==> src/swdt_pkg.sv <==
// Package of constants for the supervisor watchdog timer
package swdt_pkg;
    // Internal time base nominal rate in Hz
    localparam int INT_OSC_HZ      = 10240;
    // Main clock rate in Hz
    localparam int MCLK_HZ         = 20000000;
    // Main clocks per internal time base tick
    localparam int TICK_DIV        = MCLK_HZ / INT_OSC_HZ;
    // Counter widths
    localparam int CNT_W           = 16;
    localparam int DIV_W           = 12;
    // Timebase clock counts
    localparam logic [15:0] NORM_CLKS       = 16'h0400;
    localparam logic [15:0] LONG_CLKS       = 16'h1000;
    localparam logic [15:0] RST_SHORT_CLKS  = 16'h0200;
    localparam logic [15:0] RST_LONG_CLKS   = 16'h0800;
    // Internal mode short normal period (100 ms at 10.24 kHz)
    localparam logic [15:0] INT_SHORT_CLKS  = 16'h0400;
    // Internal mode long period (1.6 s at 10.24 kHz)
    localparam logic [15:0] INT_LONG_CLKS   = 16'h4000;
    // Documented times, milliseconds
    localparam int RST_SHORT_MS    = 35;
    localparam int RST_LONG_MS     = 140;
    localparam int MIN_LONG_MS     = 1000;
    // Divider reset value
    localparam logic [11:0] DIV_RST = 12'h000;
    // Watchdog phase
    typedef enum logic [1:0] {SWDT_LONG, SWDT_NORMAL, SWDT_RESET} swdt_phase_e;
endpackage

==> src/swdt_edge.sv <==
// Two-stage synchroniser with both-edge detector for the kick input
`timescale 1ns/10ps
module swdt_edge
(
    input  wire logic i_mclk,
    input  wire logic i_rst_b,
    input  wire logic i_din,
    output logic      o_edge
);
    logic s1;       // First sync stage
    logic s2;       // Second sync stage
    logic s3;       // Previous synced value
    logic next_s1;
    logic next_s2;
    logic next_s3;
    logic next_edge;

    // Next values of the sync chain and edge flag
    always_comb
    begin
        next_s1   = i_din;
        next_s2   = s1;
        next_s3   = s2;
        next_edge = s2 ^ s3;
    end

    // Register the sync chain
    always_ff @(posedge i_mclk or negedge i_rst_b)
    begin
        if (!i_rst_b)
        begin
            s1     <= 1'b0;
            s2     <= 1'b0;
            s3     <= 1'b0;
            o_edge <= 1'b0;
        end
        else
        begin
            s1     <= next_s1;
            s2     <= next_s2;
            s3     <= next_s3;
            o_edge <= next_edge;
        end
    end
endmodule

==> src/swdt_top.sv <==
// Supervisor watchdog timer top level
`timescale 1ns/10ps
// Summary of operation
// - Timeout drives reset low 35 or 140ms; code holds it 512 or 2048 ticks, 50 or 200ms internal
// - Adjustable variant: long timeout after reset
// - Normal timeout after first kick edge
// - Fixed variant: long timeout always
// - Count restarts when reset releases
// - Either kick edge clears the count
// - Static kick input repeats reset pulses
// - Floating kick input disables watchdog
// - Supply fail disables the timer
// - Expired output low until next kick
// - Supply fail forces expired output high
// - External clock counts 1024/4096/512/2048; fixed variant times out at 16384
// - Internal mode fixes reset active time
// - Timebase level picks 100ms or 1.6s
// - Internal mode keeps long post-reset period
// - Internal time base 10.24kHz nominal
// - Battery backup ignores inputs, expired high
module swdt_top
#(
    parameter bit ADJUSTABLE = 1'b1,  // Adjustable variant
    parameter bit LONG_PULSE = 1'b0   // 140 ms reset variant; 2048 ticks, 200 ms on the internal base
)
(
    input  wire logic i_mclk,
    input  wire logic i_rst_b,
    input  wire logic i_watchdog_kick_in,
    input  wire logic i_kick_floating,
    input  wire logic i_clock_source_select,
    input  wire logic i_sel_floating,
    input  wire logic i_timebase_input,
    input  wire logic i_timebase_floating,
    input  wire logic i_supply_low,
    input  wire logic i_backup_battery_level,
    output logic      o_reset_n,
    output logic      o_watchdog_expired_n
);

    ////////////////////////////////////////////////////////////////////
    // Declarations
    logic                      kick_edge;   // Synced kick edge pulse
    logic                      tb_prev;     // Previous external clock
    logic [swdt_pkg::DIV_W-1:0] div;        // Internal oscillator divider
    logic                      tick;        // One timebase tick
    logic                      int_mode;    // Internal oscillator used
    logic                      disabled;    // Supply fail or backup
    logic [swdt_pkg::CNT_W-1:0] cnt;        // Timebase tick counter
    logic [swdt_pkg::CNT_W-1:0] limit;      // Current phase limit
    logic [swdt_pkg::CNT_W-1:0] rst_len;    // Reset active ticks
    swdt_pkg::swdt_phase_e     state;       // Watchdog phase
    swdt_pkg::swdt_phase_e     next_state;
    logic [swdt_pkg::CNT_W-1:0] next_cnt;
    logic [swdt_pkg::DIV_W-1:0] next_div;
    logic                      next_tb_prev;
    logic                      next_reset_n;
    logic                      next_wdo_n;
    logic                      ext_tick;    // External clock rising edge
    logic                      int_tick;    // Divider wrap

    ////////////////////////////////////////////////////////////////////
    // Kick synchroniser
    swdt_edge u_edge
    (
        .i_mclk (i_mclk),
        .i_rst_b(i_rst_b),
        .i_din  (i_watchdog_kick_in),
        .o_edge (kick_edge)
    );

    ////////////////////////////////////////////////////////////////////
    // Time base selection and tick generation
    always_comb
    begin
        // Select high or floating chooses internal oscillator
        int_mode     = i_clock_source_select | i_sel_floating;
        // Supply fail or backup disables the timer
        disabled     = i_supply_low | i_backup_battery_level;
        // Rising edge of the external clock pin
        ext_tick     = i_timebase_input & ~tb_prev;
        // Divider wrap marks one internal base tick
        int_tick     = (div ==
                        swdt_pkg::DIV_W'(swdt_pkg::TICK_DIV - 1));
        next_tb_prev = i_timebase_input;
        // Divider restarts after each wrap
        next_div     = int_tick ? swdt_pkg::DIV_RST : div + 1'b1;
        // Tick source follows the select pins
        tick         = int_mode ? int_tick : ext_tick;
    end

    // Register divider and external edge history
    always_ff @(posedge i_mclk or negedge i_rst_b)
    begin
        if (!i_rst_b)
        begin
            // Divider cleared, external clock history low so a high pin gives a tick
            div     <= swdt_pkg::DIV_RST;
            tb_prev <= 1'b0;
        end
        else
        begin
            div     <= next_div;
            tb_prev <= next_tb_prev;
        end
    end

    ////////////////////////////////////////////////////////////////////
    // Phase limits
    always_comb
    begin
        // Reset active length by variant
        if (int_mode)
            // 512 or 2048 ticks of 10.24 kHz give 50 or 200 ms
            rst_len = LONG_PULSE ? swdt_pkg::RST_LONG_CLKS
                                 : swdt_pkg::RST_SHORT_CLKS;
        else
            rst_len = LONG_PULSE ? swdt_pkg::RST_LONG_CLKS
                                 : swdt_pkg::RST_SHORT_CLKS;
        // Timeout for current phase
        if (!ADJUSTABLE)
            // One fixed long period in every phase
            limit = swdt_pkg::INT_LONG_CLKS;
        else if (!int_mode)
            // External base: clock counts by phase
            limit = (state == swdt_pkg::SWDT_NORMAL)
                    ? swdt_pkg::NORM_CLKS : swdt_pkg::LONG_CLKS;
        else if (state == swdt_pkg::SWDT_NORMAL &&
                 !(i_timebase_input | i_timebase_floating))
            // Internal base, short period chosen
            limit = swdt_pkg::INT_SHORT_CLKS;
        else
            // Internal base, long period
            limit = swdt_pkg::INT_LONG_CLKS;
    end

    ////////////////////////////////////////////////////////////////////
    // Watchdog state next values
    always_comb
    begin
        // Hold everything unless a branch below changes it
        next_state   = state;
        next_cnt     = cnt;
        next_reset_n = o_reset_n;
        next_wdo_n   = o_watchdog_expired_n;
        if (disabled || i_kick_floating)
        begin
            // Timer held idle, restart in long phase
            next_state   = swdt_pkg::SWDT_LONG;
            next_cnt     = '0;
            next_reset_n = 1'b1;
            if (disabled)
                next_wdo_n = 1'b1;
            else if (kick_edge)
                next_wdo_n = 1'b1;
        end
        else
        begin
            unique case (state)
                swdt_pkg::SWDT_LONG, swdt_pkg::SWDT_NORMAL:
                begin
                    if (kick_edge)
                    begin
                        // Either edge is a kick
                        next_cnt   = '0;
                        next_wdo_n = 1'b1;
                        if (ADJUSTABLE)
                            next_state = swdt_pkg::SWDT_NORMAL;
                    end
                    else if (tick)
                    begin
                        if (cnt >= limit - 1'b1)
                        begin
                            // Expiry: enter reset pulse
                            next_state   = swdt_pkg::SWDT_RESET;
                            next_cnt     = '0;
                            next_reset_n = 1'b0;
                            next_wdo_n   = 1'b0;
                        end
                        else
                            // Still counting toward the limit
                            next_cnt = cnt + 1'b1;
                    end
                end
                swdt_pkg::SWDT_RESET:
                begin
                    // A kick inside the pulse only clears the flag
                    if (kick_edge)
                        next_wdo_n = 1'b1;
                    if (tick)
                    begin
                        if (cnt >= rst_len - 1'b1)
                        begin
                            // Release reset, restart long timeout
                            next_state   = swdt_pkg::SWDT_LONG;
                            next_cnt     = '0;
                            next_reset_n = 1'b1;
                        end
                        else
                            // Still inside the reset pulse
                            next_cnt = cnt + 1'b1;
                    end
                end
                default:
                    // Unused code: fall back to the long phase
                    next_state = swdt_pkg::SWDT_LONG;
            endcase
        end
    end

    // Register watchdog state and outputs
    always_ff @(posedge i_mclk or negedge i_rst_b)
    begin
        if (!i_rst_b)
        begin
            // Idle: long phase, both outputs released
            state                <= swdt_pkg::SWDT_LONG;
            cnt                  <= '0;
            o_reset_n            <= 1'b1;
            o_watchdog_expired_n <= 1'b1;
        end
        else
        begin
            state                <= next_state;
            cnt                  <= next_cnt;
            o_reset_n            <= next_reset_n;
            o_watchdog_expired_n <= next_wdo_n;
        end
    end

    ////////////////////////////////////////////////////////////////////
    // Assertions
    // Checks run only while out of reset
    a_reset_low_pulse: assert property (@(posedge i_mclk)
        disable iff (!i_rst_b)
        $fell(o_reset_n) |-> !o_reset_n [*8])
        else $error("reset pulse too short");

    a_reset_wdo_low: assert property (@(posedge i_mclk)
        disable iff (!i_rst_b)
        $fell(o_reset_n) |-> !o_watchdog_expired_n)
        else $error("expired output not low at timeout");

    a_release_restart: assert property (@(posedge i_mclk)
        disable iff (!i_rst_b)
        $rose(o_reset_n) && !disabled |-> cnt == '0)
        else $error("count not restarted at release");

    a_kick_clears: assert property (@(posedge i_mclk)
        disable iff (!i_rst_b)
        kick_edge && !disabled && !i_kick_floating &&
        state != swdt_pkg::SWDT_RESET |=> cnt == '0)
        else $error("kick did not clear count");

    a_disable_quiet: assert property (@(posedge i_mclk)
        disable iff (!i_rst_b)
        disabled |=> o_reset_n && o_watchdog_expired_n)
        else $error("disabled timer still active");

    a_float_quiet: assert property (@(posedge i_mclk)
        disable iff (!i_rst_b)
        i_kick_floating ##1 i_kick_floating |-> o_reset_n)
        else $error("floating kick still resets");

    a_first_kick_normal: assert property (@(posedge i_mclk)
        disable iff (!i_rst_b)
        state == swdt_pkg::SWDT_LONG && kick_edge && !disabled &&
        !i_kick_floating && ADJUSTABLE |=>
        state == swdt_pkg::SWDT_NORMAL)
        else $error("first kick did not select normal period");

    a_wdo_kick_high: assert property (@(posedge i_mclk)
        disable iff (!i_rst_b)
        kick_edge && !o_watchdog_expired_n && !disabled
        |=> o_watchdog_expired_n)
        else $error("kick did not return expired output high");

    a_long_after_release: assert property (@(posedge i_mclk)
        disable iff (!i_rst_b)
        $rose(o_reset_n) && !disabled && !i_kick_floating |->
        state == swdt_pkg::SWDT_LONG)
        else $error("release did not restart long period");

    a_expiry_on_tick: assert property (@(posedge i_mclk)
        disable iff (!i_rst_b)
        $fell(o_reset_n) |-> $past(tick))
        else $error("reset pulse began without a tick");

    a_backup_idle: assert property (@(posedge i_mclk)
        disable iff (!i_rst_b)
        i_backup_battery_level |=> cnt == '0 &&
        state == swdt_pkg::SWDT_LONG)
        else $error("backup did not hold timer idle");

    // Main scenarios reached
    c_timeout: cover property (@(posedge i_mclk) disable iff (!i_rst_b)
        $fell(o_reset_n));
    c_release: cover property (@(posedge i_mclk) disable iff (!i_rst_b)
        $rose(o_reset_n));
    c_normal: cover property (@(posedge i_mclk) disable iff (!i_rst_b)
        state == swdt_pkg::SWDT_NORMAL);
    c_float_idle: cover property (@(posedge i_mclk) disable iff (!i_rst_b)
        i_kick_floating && kick_edge);
    c_wdo_cleared: cover property (@(posedge i_mclk) disable iff (!i_rst_b)
        $rose(o_watchdog_expired_n));
endmodule

==> config.mk <==
export PLATFORM = sky130hd
export DESIGN_NAME = swdt_top
export DESIGN_NICKNAME = d
export VERILOG_FILES = /design/src/swdt_pkg.sv /design/src/swdt_edge.sv /design/src/swdt_top.sv
export SDC_FILE = /design/constraint.sdc
export NUM_CORES = 1
export LEC_CHECK = 0
export ABC_AREA = 1
export BUFFER_PORTS_ARGS = -buffer_cell sky130_fd_sc_hd__buf_2
export CAP_MARGIN = 20
export CORE_MARGIN = 1.5
export CORE_UTILIZATION = 30
export CTS_CLUSTER_DIAMETER = 120
export CTS_CLUSTER_SIZE = 28
export DETAILED_ROUTE_END_ITERATION = 10
export GPL_ROUTABILITY_DRIVEN = 0
export PLACE_DENSITY = 0.53
export SETUP_SLACK_MARGIN = 0.2
export SKIP_LAST_GASP = 1
export SLEW_MARGIN = 15
export SYNTH_ARGS = -nofsm -noshare
export SYNTH_HDL_FRONTEND = slang
export SYNTH_SLANG_ARGS = --single-unit
==> constraint.sdc <==
create_clock -name i_mclk -period 5.5 [get_ports i_mclk]
set_input_delay 0.275 -clock i_mclk [delete_from_list [all_inputs] [get_ports i_mclk]]
set_output_delay 0.275 -clock i_mclk [all_outputs]
set_load 0.01 [all_outputs]
# Word-level counts from Yosys, hierarchy flattened
# Cells that the tools add are included.
word_totals:
  reg_bits: 37
  latch_bits: 0
  mem_bits_rw: 0
  rom_bits: 0
  output_inout_bits: 2
  memories: 0
op_classes:
  add_sub_neg: 3
  mul: 0
  div_mod_pow: 0
  magnitude_cmp: 2
  n_eq_ne: 10
  shifts: 0
  mux: 31
  bitwise_logic: 6
  n_reduce_logical: 10
ops:
  columns: ["operator", "count"]
  rows:
  - ["$mux 16", 7]
  - ["$pmux 16 s2", 1]
  - ["$add 16x1->16 const B", 1]
  - ["$ge 16x16->1", 1]
  - ["$ge 16x9->1 const B", 1]
  - ["$sub 16x1->16 const B", 1]
  - ["$mux 15", 1]
  - ["$ne 3x3->1 const B", 5]
  - ["$mux 13", 1]
  - ["$add 12x1->12 const B", 1]
  - ["$eq 12x11->1 const B", 1]
  - ["$mux 12", 1]
  - ["$mux 2", 6]
  - ["$mux 1", 11]
  - ["$ne 4x3->1 const B", 2]
  - ["$reduce_and 3->1", 2]
  - ["$reduce_and 6->1", 1]
  - ["$pmux 1 s2", 2]
  - ["$pmux 2 s2", 1]
  - ["$reduce_and 4->1", 1]
  - ["$or 1x1->1", 3]
  - ["$reduce_bool 3->1", 1]
  - ["$eq 2x1->1 const B", 1]
  - ["$eq 2x2->1 const B", 1]
  - ["8 further kinds", 8]

# Longest topological paths before layout
depth:
  depth_word: 12
  mapped_depth: 17

# By module
# A second synthesis with hierarchy kept.
hier_totals:
  hier_cells: 316
  hier_area_um2: 2303.5
by_module_without_submodules:
  columns: ["module", "n_inst", "cells_each", "area_per_inst_um2", "seq_area_each_um2"]
  rows:
  - ["swdt_top", 1, 307, 2184.6, 828.3]
  - ["swdt_edge", 1, 9, 118.9, 100.1]

# Worst setup path after synthesis
# No wires, ideal clock.
synth_path:
  kind: "in2reg"
  start: "in i_sel_floating"
  end: "reg cnt[0] (netlist name)"
  setup_ps: 118
  arrival_time_ps: 1981
  required_time_ps: 5382
  path_slack_ps: 3401
  stages: 15
  n_path_buf: 1
  path_cell_list: "or2_1 inv_1 o21ai_0 ha_1 ha_1 nand2_1 inv_1 nand2_1 nor2_1 nand2_1 nand3_1 nand2_2 buf_6 nand3_2 o21ai_2"
synth_between:
  elab_chain_cells: 9
  elab_cells_between_ends: 13
  classes_between: "add/sub: 1; order compare: 1; eq/ne: 2; mux: 7; bitwise: 1; reduce/logical: 1"
synth_rtl:
  columns: ["element", "line_no", "text"]
  rows:
  - ["start: declaration", "swdt_top.sv:32", "input wire logic i_sel_floating,"]
  - ["$or 1x1->1 (*)", "swdt_top.sv:77", "int_mode = i_clock_source_select | i_sel_floating;"]
  - ["$mux 16", "swdt_top.sv:124", "else if (!int_mode)"]
  - ["$sub 16x1->16", "swdt_top.sv:172", "if (cnt >= limit - 1'b1)"]
  - ["$ge 16x16->1", "swdt_top.sv:172", null]
  - ["$mux 16", "swdt_top.sv:172", null]
  - ["$mux 16", "swdt_top.sv:170", "else if (tick)"]
  - ["$mux 16", "swdt_top.sv:162", "if (kick_edge)"]
  - ["$pmux 16 s2", "swdt_top.sv:159", "unique case (state)"]
  - ["$mux 16", "swdt_top.sv:146", "if (disabled || i_kick_floating)"]
  - ["end signal: assignment", "swdt_top.sv:225", "cnt <= next_cnt;"]
  - ["end: declaration", "swdt_top.sv:49", "logic [swdt_pkg::CNT_W-1:0] cnt;"]
# Mark *: on every way between the ends. The rest lies on a longest branch, timed or not. The select of a mux whose other input is x is not followed.
# A chain may end at the register's enable or synchronous reset.

# Final worst setup path
layout_path:
  start: "reg state[0]"
  end: "reg cnt[5] (netlist name)"
layout_between:
  elab_chain_cells: 11
  elab_cells_between_ends: 19
  classes_between: "add/sub: 1; order compare: 1; eq/ne: 4; mux: 8; reduce/logical: 5"
layout_rtl:
  columns: ["element", "line_no", "text"]
  rows:
  - ["start: declaration", "swdt_top.sv:52", "swdt_pkg::swdt_phase_e state;"]
  - ["start signal: assignment", "swdt_top.sv:217", "state <= swdt_pkg::SWDT_LONG;"]
  - ["start signal: assignment", "swdt_top.sv:224", "state <= next_state;"]
  - ["$eq 2x1->1", "swdt_top.sv:126, swdt_top.sv:128, swdt_top.sv:159", null]
  - ["$logic_and 1x1->1", "swdt_top.sv:128", "else if (state == swdt_pkg::SWDT_NORMAL &&"]
  - ["$mux 15", "swdt_top.sv:128", null]
  - ["$mux 16", "swdt_top.sv:124", null]
  - ["$sub 16x1->16", "swdt_top.sv:172", null]
  - ["$ge 16x16->1", "swdt_top.sv:172", null]
  - ["$mux 16", "swdt_top.sv:172", null]
  - ["$mux 16", "swdt_top.sv:170", null]
  - ["$mux 16", "swdt_top.sv:162", null]
  - ["$pmux 16 s2", "swdt_top.sv:159", null]
  - ["$mux 16", "swdt_top.sv:146", null]
# Parallel ways exist; a longest one is shown, timed or not. The select of a mux whose other input is x is not followed.

==> results.md <==
- GR Util met2: 0.193
- R2r startpoint: state[0]
- Initial core utilization: 0.310
- RSZ-0062 raised after global routing: false
- Number of global-route vias before repair: 1832
- Maxcap violations: 0
- Placed cell areas: 2530 um2
- Hold WS: 0.0775 ns
- Buffer count from post-CTS setup fixing: 0
- Dpl ws: 2.88 ns
- R2R cell count: 16
- Die width: 92.3 um
- #FFs+latches synth: 37
- Worst-Skew Late Latency: 0.29 ns
- Routed Antenna Nets: 0
- Hold Path Class: primary input to asynchronous set/reset pin
- Die ar.: 8520 um2
- Post-Syn Area: 2390 um2
- Distinct cell type count of the synthesized netlist: 31
- Tot GR Track Use: 0.120
- Global-route wire length before repair: 8270 um
- Slew Viols, Final: 0
- Largest net degree at the start of global routing: 38
- Worst-path clk slew: 0.08 ns
- Startpoint types: register
- Fill count: 818
- Drt total wl: 4590 um
- Met3 usage in global routing: 0.0271
- Final Cell Area: 2630 um2
- Ports: 12
- Row count: 32
- Final setup violation count: 0
- Worst Path Required: 5.69 ns
- Tot Pwr: 0.533 mW
- Clock buffer count from CTS: 5
- Via Count: 1856
- Clock tree buffer depth: 2
- Setup WS post-layout: 3.01 ns
- Least-Margin Pin Slew: 0.833 ns
- DP HPWL: 3470 um
- Crit Path Class: register to register
- Most used routing layer: met2
- Initial antenna violation count: 0
- Total clock sinks: 37
- Share of cells above drive strength 1: 0.184
- Fmax: 401 MHz
- Max stage delay on crit path: 0.46 ns
- Avg Cell Area, Syn: 7.72 um2
- Synth Instances: 310
- Nets: 343
- Multi-input logic area: 1190 um2
- Post-CTS sizing: 0
- Drt drc: 0
- Peak supply drop: 0.120 mV
- Power per cell area: 202 nW/um2
- Reg2reg setup slack: 3.01 ns
- Antenna diodes: 0
- CP max stage cell: dfrtp_1
- Pleak: 1.37 nW
- Critical path capture point type: register
- CORE AREA: 7730 um2
- Worst clock skew: 0.00398 ns
- Met1 usage: 0.159
- Area Growth Syn to Fin: 9.94%
- CTS H-tree depth: 2
- Worst EP arrival: 2.68 ns
- R2R Path End: cnt[5]
- Fin cells: 428
- Die span in y: 92.3 um
- Drt wl/cell: 10.7 um
- Setup TNS: 0 ns
- DR iter-0 viols: 61
- CP top delay family: simple AND/OR/NAND/NOR gates
- Syn Nets: 328
- Min Clock Period, post-route: 2.49 ns
- Iteration count of the initial detailed-routing pass: 4
- Placed cell count: 420
- Synth warn: 0
- Cell mode on critical path: nand2_1
- Post-synthesis sequential area ratio: 0.388
- CTS tree: yes
- Slew HR: 0.445
- Register area: 928 um2
- Most common cell after layout, fill and taps aside: nand2_1
- Total grt overflow: 0
- Most frequent cells in the layout: nand2_1 (72), inv_1 (57), dfrtp_1 (35)
- PortBufs: 11
- Fin crit share: 0.454
- Status: finished clean
- Final Hold Vio Count: 0
- Root Buffer: clkbuf_8
- Vias/cell: 4.34
- CP Max Fanout: 15
- Fin util: 0.340
- CP cell instances: inv_1, nor2_1, o21ai_0, ha_1, ha_1, nand2_1, inv_1, nand2_1, nor2_1, nand2_1, nand3_1, nand2_2, nand2_1, nand3_1, nand2_1, inv_1
- # hold bufs at CTS: 0
- WP buf/inv: 3
-- report_power, final --
part	leakage, nW	switching, mW	internal (mW)
Clock	0.0542	0.0981	0.113
Combinational	0.830	0.0284	0.0123
Sequential	0.483	0.00322	0.277
Total	1.37	0.130	0.403
-- kinds of logic after synthesis --
| logic type | synth area share |
|---|---|
| AO/OA/AOI/OAI | 0.0622 |
| XOR/XNOR | 0.0403 |
| flip-flops | 0.388 |
| adder cells (fa/ha/maj) | 0.0418 |
| buffers and inverters | 0.113 |
| AND/OR/NAND/NOR | 0.354 |
-- synthesized netlist by cell type --
cell type,count,area (um2)
o31ai_1,1,7.51
o21ai_2,8,70.1
o21ai_0,9,45.0
dfrtp_1,35,876
a21oi_1,2,10.0
nor3_1,5,25.0
o211ai_1,1,7.51
ha_1,8,100
inv_2,3,11.3
nand2_1,72,270
inv_1,57,214
dfstp_2,2,52.6
a21oi_2,1,8.76
nand2_4,2,22.5
buf_8,1,15.0
nor3b_1,1,7.51
nand3_1,23,115
nand4_1,3,18.8
or2_1,1,6.26
nor2_4,1,11.3
nand3b_1,1,7.51
nor2_2,3,18.8
nor2_8,2,40.0
buf_12,1,20.0
nor4_1,2,12.5
or2_2,1,6.26
nor2_1,34,128
nand2_2,6,37.5
buf_6,1,11.3
xor2_1,11,96.3
nand3_2,12,120
-- how the worst max path moves through the flow --
stage | startpoint | endpoint | slack [ns] | depth (start not counted)
floorplan | i_sel_floating | cnt[0] | 3.40 | 15
global placement | i_sel_floating | cnt[6] | 2.95 | 17
detailed placement | i_sel_floating | cnt[6] | 2.88 | 17
CTS | state[0] | cnt[5] | 3.00 | 16
global route | state[0] | cnt[6] | 2.77 | 16
finish | state[0] | cnt[5] | 3.01 | 16
-- registers in the layout, indices dropped and copies added, names as in the netlist --
signal                count
cnt                      16
div                      12
o_reset_n                 1
o_watchdog_expired_n      1
state                     2
tb_prev                   1
u_edge.next_s2            1
u_edge.next_s3            1
u_edge.o_edge             1
u_edge.s3                 1
-- routing by layer --
layer / vias to the layer above / part of all wire
li1: 985 / -
met1: 845 / 0.51
met5: - / 0
met3: 4 / 0.024
met2: 22 / 0.46
met4: 0 / 0.012
-- cell type report --
class / count / share of cell area
Sequential cell: 37 / 0.353
Multi-Input combinational cell: 210 / 0.453
Clock buffer: 7 / 0.0366
Tap cell: 102 / 0.0485
Inverter: 60 / 0.0856
Timing Repair Buffer: 11 / 0.0209
Clock inverter: 1 / 0.00190
No activity file was read; power rests on OpenSTA's default activity.
